`src/dep_pkg.sv`:
```
/*
 Package for the debug event pin logic: register offsets, field positions,
 select encodings and reset values. Assumes one 25 MHz clock domain.
*/
package dep_pkg;
	localparam int DEP_ADDR_W = 4;
	localparam int DEP_DATA_W = 32;
	localparam logic [DEP_ADDR_W-1:0] DEP_OFF_CTRL = 4'h0;
	localparam logic [DEP_ADDR_W-1:0] DEP_OFF_STATUS = 4'h1;
	localparam logic [DEP_ADDR_W-1:0] DEP_OFF_MASK = 4'h2;
	localparam logic [DEP_ADDR_W-1:0] DEP_OFF_BPEOC = 4'h3;
	localparam int DEP_EIC_LSB = 0;
	localparam int DEP_EOS_LSB = 2;
	localparam int DEP_FLD_W = 2;
	localparam logic [1:0] DEP_EIC_BREAK = 2'h1;
	localparam logic [1:0] DEP_EOS_ENTRY = 2'h1;
	localparam logic [1:0] DEP_EOS_STATUS = 2'h2;
	localparam int DEP_ST_EXB = 0;
	localparam int DEP_ST_ENTRY = 1;
	localparam int DEP_ST_HIT = 2;
	localparam int DEP_ST_W = 3;
	localparam logic [3:0] DEP_CTRL_RST = 4'h0;
	localparam logic [DEP_ST_W-1:0] DEP_ST_RST = 3'h0;
	localparam int DEP_UNITS = 4;
	typedef enum logic [1:0] {
		DEP_EV_IDLE = 2'b00,
		DEP_EV_LOW = 2'b01
	} dep_edge_e;
endpackage

```
`src/dep_fall_detect.sv`:
```
/*
 Falling edge detector for the event input pin.
 Assumes the pin is already synchronous to mclk.
*/
`timescale 1ns/1ps
module dep_fall_detect
	import dep_pkg::*;
(
	input wire logic mclk,
	input wire logic rst_n,
	input wire logic pin_in,
	output logic fall_pulse
);
	logic prev_reg;

	// Reset high, so a pin held low at reset gives one falling edge
	always_ff @(posedge mclk or negedge rst_n)
	begin
		if (!rst_n)
			prev_reg <= 1'b1;
		else
			prev_reg <= pin_in;
	end

	assign fall_pulse = prev_reg & ~pin_in;
endmodule

```
`src/dep_event_pins.sv`:
```
/*
 Debug event pin logic: event input breakpoint and event output signalling,
 with a small register port and a level interrupt.

 Register indexes on the word-addressed port:
   0  control: bits 1:0 input control, bits 3:2 output select
   1  status: bit 0 external break, bit 1 debug entry, bit 2 enabled unit hit
      (sticky, write one to clear, a new event in the same cycle wins)
   2  interrupt mask, same layout as status
   3  per-unit output-on-condition enables, bit n for unit n
 Unmapped indexes read zero and ignore writes.
 Read data stand for the one cycle after the read strobe and are zero otherwise.

 Output select encodings:
   01  one low cycle on the pin for each debug entry
   10  pin low while any enabled unit reports a hit, one cycle late
   00, 11  pin held high

 Assumes the pins and the CPU debug signals are synchronous to mclk,
 and that a write strobe and a read strobe never stand together.
*/
// Summary of operation
// - With input control 01, a falling edge on the input pin raises a breakpoint.
// - An input-pin breakpoint sets the external break flag in status.
// - Output select 01 drives the output pin low one cycle on debug entry.
// - Units with output-on-condition enabled show their hit status on the output pin.
// - Hit status reaches the output pin only while output select is 10.
`timescale 1ns/1ps
module dep_event_pins
	import dep_pkg::*;
#(
	parameter int UNITS = DEP_UNITS
)
(
	input wire logic mclk,
	input wire logic rst_n,
	input wire logic [DEP_ADDR_W-1:0] reg_addr,
	input wire logic [DEP_DATA_W-1:0] reg_wdata,
	input wire logic reg_wr,
	input wire logic reg_rd,
	output logic [DEP_DATA_W-1:0] reg_rdata,
	input wire logic event_input_pin,
	output logic event_output_pin,
	input wire logic debug_entry,
	input wire logic [UNITS-1:0] unit_hit,
	output logic ext_break,
	output logic irq
);
	// Unit enables must fit in one register word
	generate
		if (UNITS < 1 || UNITS > DEP_DATA_W)
		begin : g_bad_units
			$error("UNITS out of range");
		end
	endgenerate

	localparam int CTRL_W = 2 * DEP_FLD_W;

	logic [CTRL_W-1:0] debug_control_reg;
	logic [UNITS-1:0] unit_show;
	logic entry_prev_reg;
	logic entry_rise;
	logic [DEP_DATA_W-1:0] rd_word;
	logic [DEP_ST_W-1:0] debug_status_reg;
	logic [DEP_ST_W-1:0] mask_reg;
	logic [UNITS-1:0] eoc_reg;
	logic [DEP_DATA_W-1:0] rdata_reg;
	logic evo_reg;
	logic fall;
	logic [DEP_ST_W-1:0] set_ev;
	logic [1:0] event_in_control;
	logic [1:0] event_out_select;
	logic hit_any;

	function automatic logic sel(input logic [DEP_ADDR_W-1:0] a, input logic [DEP_ADDR_W-1:0] off);
		sel = (a == off);
	endfunction

	assign event_in_control = debug_control_reg[DEP_EIC_LSB +: DEP_FLD_W];
	assign event_out_select = debug_control_reg[DEP_EOS_LSB +: DEP_FLD_W];
	// Event output path: each unit reports only when its enable is set
	generate
		for (genvar u = 0; u < UNITS; u++)
		begin : g_unit
			assign unit_show[u] = unit_hit[u] & eoc_reg[u];
		end
	endgenerate

	assign hit_any = |unit_show;

	// A held debug entry level still gives a single low cycle on the pin
	always_ff @(posedge mclk or negedge rst_n)
	begin
		if (!rst_n)
			entry_prev_reg <= 1'b0;
		else
			entry_prev_reg <= debug_entry;
	end

	assign entry_rise = debug_entry & ~entry_prev_reg;

	// Event input path
	dep_fall_detect u_fall (
		.mclk(mclk),
		.rst_n(rst_n),
		.pin_in(event_input_pin),
		.fall_pulse(fall)
	);

	// One-cycle low pin edge suffices since the detector samples every clock
	assign ext_break = fall && (event_in_control == DEP_EIC_BREAK);

	always_comb
	begin
		set_ev = '0;
		set_ev[DEP_ST_EXB] = ext_break;
		set_ev[DEP_ST_ENTRY] = entry_rise;
		set_ev[DEP_ST_HIT] = hit_any;
	end

	// Register port
	always_ff @(posedge mclk or negedge rst_n)
	begin
		if (!rst_n)
			debug_control_reg <= DEP_CTRL_RST;
		else if (reg_wr && sel(reg_addr, DEP_OFF_CTRL))
			debug_control_reg <= reg_wdata[CTRL_W-1:0];
	end

	always_ff @(posedge mclk or negedge rst_n)
	begin
		if (!rst_n)
			mask_reg <= DEP_ST_RST;
		else if (reg_wr && sel(reg_addr, DEP_OFF_MASK))
			mask_reg <= reg_wdata[DEP_ST_W-1:0];
	end

	// One enable flop per unit
	generate
		for (genvar e = 0; e < UNITS; e++)
		begin : g_eoc
			always_ff @(posedge mclk or negedge rst_n)
			begin
				if (!rst_n)
					eoc_reg[e] <= 1'b0;
				else if (reg_wr && sel(reg_addr, DEP_OFF_BPEOC))
					eoc_reg[e] <= reg_wdata[e];
			end
		end
	endgenerate

	// Write one to clear; a new event in the same cycle wins
	generate
		for (genvar b = 0; b < DEP_ST_W; b++)
		begin : g_status
			always_ff @(posedge mclk or negedge rst_n)
			begin
				if (!rst_n)
					debug_status_reg[b] <= DEP_ST_RST[b];
				else if (set_ev[b])
					debug_status_reg[b] <= 1'b1;
				else if (reg_wr && sel(reg_addr, DEP_OFF_STATUS) && reg_wdata[b])
					debug_status_reg[b] <= 1'b0;
			end
		end
	endgenerate

	assign irq = |(debug_status_reg & mask_reg);

	// Read view of the addressed register; narrow fields sit in the low bits
	always_comb
	begin
		rd_word = '0;
		case (reg_addr)
			DEP_OFF_CTRL: rd_word[CTRL_W-1:0] = debug_control_reg;
			DEP_OFF_STATUS: rd_word[DEP_ST_W-1:0] = debug_status_reg;
			DEP_OFF_MASK: rd_word[DEP_ST_W-1:0] = mask_reg;
			DEP_OFF_BPEOC: rd_word[UNITS-1:0] = eoc_reg;
			default: rd_word = '0;
		endcase
	end

	// Read data stand for one cycle only, zero otherwise
	always_ff @(posedge mclk or negedge rst_n)
	begin
		if (!rst_n)
			rdata_reg <= '0;
		else if (reg_rd)
			rdata_reg <= rd_word;
		else
			rdata_reg <= '0;
	end

	assign reg_rdata = rdata_reg;

	// Output pin driven from a flop, active low
	always_ff @(posedge mclk or negedge rst_n)
	begin
		if (!rst_n)
			evo_reg <= 1'b1;
		else
		begin
			case (event_out_select)
				DEP_EOS_ENTRY: evo_reg <= ~entry_rise;
				DEP_EOS_STATUS: evo_reg <= ~hit_any;
				default: evo_reg <= 1'b1;
			endcase
		end
	end

	assign event_output_pin = evo_reg;
endmodule

```
`config.mk`:
```
export PLATFORM = sky130hd
export DESIGN_NAME = dep_event_pins
export DESIGN_NICKNAME = d
export VERILOG_FILES = /design/src/dep_pkg.sv /design/src/dep_fall_detect.sv /design/src/dep_event_pins.sv
export SDC_FILE = /design/constraint.sdc
export NUM_CORES = 1
export LEC_CHECK = 0
export BUFFER_PORTS_ARGS = -buffer_cell sky130_fd_sc_hd__buf_2
export CORE_AREA = 5 5 65 67
export DETAILED_ROUTE_END_ITERATION = 10
export DIE_AREA = 0 0 70 72
export GPL_ROUTABILITY_DRIVEN = 0
export GPL_TIMING_DRIVEN = 0
export PLACE_DENSITY_LB_ADDON = 0.1
export SETUP_SLACK_MARGIN = 0.15
export SYNTH_ARGS = -nofsm -noshare
export SYNTH_HDL_FRONTEND = slang
export SYNTH_SLANG_ARGS = --single-unit
```
`constraint.sdc`:
```
create_clock -name mclk -period 1.29 [get_ports mclk]
set_input_delay 0.129 -clock mclk [delete_from_list [all_inputs] [get_ports mclk]]
set_output_delay 0.129 -clock mclk [all_outputs]
set_load 0.05 [all_outputs]
```
==> flow_summary.json <==
{
  "status": "complete, but fails checks",
  "violations": "negative setup slack",
  "critPathKind": "register to output port",
  "postSynthAreaPerCell_um2": 11.1,
  "post-route-drc-count": 0,
  "grt_start_max_net_pins": 22,
  "multi_input_area_um2": 564,
  "syn2layout_area_growth_pct": 37.8,
  "synth-seq-cells": 21,
  "slowest_stage": "dfrtp_1",
  "synth_top_area_share_pct": 39.7,
  "p_leak_nw": 0.866,
  "synthArstFlopShare_pct": 100,
  "grt_overflow": 0,
  "synth_top_family_by_area": "buffers and inverters",
  "fmaxAchievable_mhz": 692,
  "antenna_found_initial": 0,
  "final_common_cell": "buf_4",
  "crit_path_end_kind": "output port",
  "synth_compound_area_share_pct": 7.64,
  "cts_buffers": 3,
  "io_pins": 81,
  "htreeDepth": 1,
  "dpl.hpwl_um": 2090,
  "finalCritPeriodShare_pct": 112,
  "finalHoldViolCount": 0,
  "die_x_um": 70,
  "num_vias": 900,
  "post-route-min-period_ps": 1440,
  "min_path_type": "input port to register",
  "synth-edff-count": 0,
  "critPathLaunchType": "register",
  "synthMuxAreaShare_pct": 16.3,
  "ys_warn_count": 0,
  "fin_cells": 221,
  "sequentialPowerShare_pct": 43.5,
  "rsz0062_at_grt": "true",
  "crit_fanout": 3,
  "wl_um": 2650,
  "clockBufferDepth": 2,
  "num-fill-cells": 358,
  "start_util_pct": 33.4,
  "netlist_instances": 108,
  "hold_ws_ps": 63.6,
  "relSlewSlack_pct": 60.7,
  "cp_num_buf_inv": 2,
  "die-area_um2": 5040,
  "grt_usage_pct": 11.1,
  "rows": 22,
  "cap_violations": 0,
  "pwr-share-clk_pct": 15.8,
  "p_switching_w": 0.000761,
  "worstSkewPairLatency_ps": 300,
  "path_cells": "a222oi_1 -> inv_1 -> buf_6",
  "mostFrequentLayoutCells": "buf_4 (36), conb_1 (28), dfrtp_1 (19)",
  "synth_top_area_cell": "dfrtp_1",
  "port_buffers": 23,
  "nNetsFinal": 222,
  "vias_per_cell": 4.07,
  "dr.pass1.iters": 4,
  "drive_gt1_share_pct": 47.4,
  "antenna_left": 0,
  "crit_family": "flip-flops",
  "ff_latch_area_um2": 528,
  "synth_simple_gate_area_share_pct": 10.4,
  "cts.sinks": 21,
  "sw_frac_of_total_pct": 37.5,
  "clk_pin_slew_worst_paths_ps": 120,
  "wl_per_cell_um": 12.0,
  "reg2reg_depth": 3,
  "slew_viol_final": 0,
  "core_area_um2": 3580,
  "ir_worst_vdd_mv": 0.408,
  "arrival_ps": 1320,
  "synth_xor_area_share_pct": 0,
  "syn_area_um2": 1200,
  "p_total_w": 0.00203,
  "yosys-top-cells-area": "dfrtp_1 (40%), buf_4 (18%), mux2_2 (7.5%), mux2i_1 (5.0%), dfstp_2 (4.4%)",
  "powerDensity_nw_per_um2": 1230,
  "setup_viol": 2,
  "root_buffer": "clkbuf_4",
  "die_h_um": 72,
  "required_ps": 1160,
  "ys_seq_area_share_pct": 44.1,
  "whs_path_depth": 2,
  "grt_pass1_vias": 904,
  "num_antenna_cells": 0,
  "skew_ps": 3.87,
  "intPower_w": 0.00127,
  "cts_tree": "done",
  "ys.flop_type": "dfrtp_1",
  "worst-path-stages": 3,
  "initialDrtViolationCount": 39,
  "p_comb_share_pct": 40.7,
  "worst_pin_slew_ps": 589,
  "placed_cells": 206,
  "cp_slowest_stage_delay_ps": 420,
  "setup_slack_ps": -155,
  "synth_cell_types": 26,
  "grt_pass1_wl_um": 4440,
  "synth_adder_area_share_pct": 2.09
}
[worst paths after layout]
kind	start	slack, ps	to
worst max-delay path	debug_status_reg[1]	-150	irq
worst max register to register	eoc_reg[1]	170	event_output_pin
worst min register to register	eoc_reg[3]	550	eoc_reg[3]
max in group asynchronous	rst_n	640	event_output_pin
min in group asynchronous	rst_n	300	eoc_reg[0]
worst min-delay path	reg_wdata[3]	60	debug_control_reg[3]
[timing repair]
| item | CTS | global route |
|---|---|---|
| pin swaps | 3 | 5 |
| setup endpoints to repair | 12 | 12 |
| buffers inserted | 6 | 2 |
| gates resized for setup | 10 | 1 |
| endpoints found under the hold margin | 21 | 0 |
| hold buffers | 3 | 0 |
[metrics by stage]
stage / worst slack [ps] / TNS (ps) / utilization [%] / instance area, µm²
after floorplan: -69.2 / -266 / - / 1310
after global placement: -240 / -1490 / 41.6 / 1490
after detailed placement: -245 / -1710 / 41.6 / 1490
after CTS: -179 / -273 / 45.6 / 1630
after global routing: -321 / -458 / 46.0 / 1650
final: -155 / -240 / 46.0 / 1650
[cell families (layout without fill, tap and decap cells)]
group | count (synthesis) | in the layout
multiplexers | 17 | 17
other | 1 | 28
adder cells (fa/ha/maj) | 2 | 2
AO/OA/AOI/OAI | 11 | 11
AND/OR/NAND/NOR | 23 | 23
buffers and inverters | 33 | 71
flip-flops | 21 | 21
[cell type report]
cell class / count / share of cell area, %
Tap cell: 48 / 3.64
Buffer: 30 / 13.2
Clock buffer: 4 / 1.59
Sequential cell: 21 / 32.0
Timing Repair Buffer: 34 / 14.6
Inverter: 3 / 0.683
Multi-Input combinational cell: 81 / 34.2
[power by group through the flow]
| stage | clock (W) | combinational, W | sequential [W] |
|---|---|---|---|
| after floorplan | 0 | 0.000525 | 0.000928 |
| after global placement | 0 | 0.000698 | 0.000889 |
| after detailed placement | 0 | 0.000701 | 0.000896 |
| after CTS | 0.000335 | 0.000814 | 0.000885 |
| after global routing | 0.000362 | 0.000896 | 0.000900 |
| final | 0.000321 | 0.000827 | 0.000882 |
[synth_stat cells (all sizes together), types with 2 or more instances]
library cell and number:
buf 29, dfrtp 19, mux2 11, nand2 8, mux2i 6, nor2 6
inv 3, o22a 3, o31ai 3, or3b 3, dfstp 2, ha 2
nand2b 2, nand3 2
[routing by layer]
layer / vias to the layer above / global-route usage (%) / share of wire, %
met5: - / 0 / 0
met4: 0 / 6.81 / 2.9
met3: 6 / 3.60 / 7.7
met2: 36 / 17.1 / 47
met1: 407 / 13.5 / 42
li1: 451 / - / -
No activity file was read; power rests on OpenSTA's default activity.
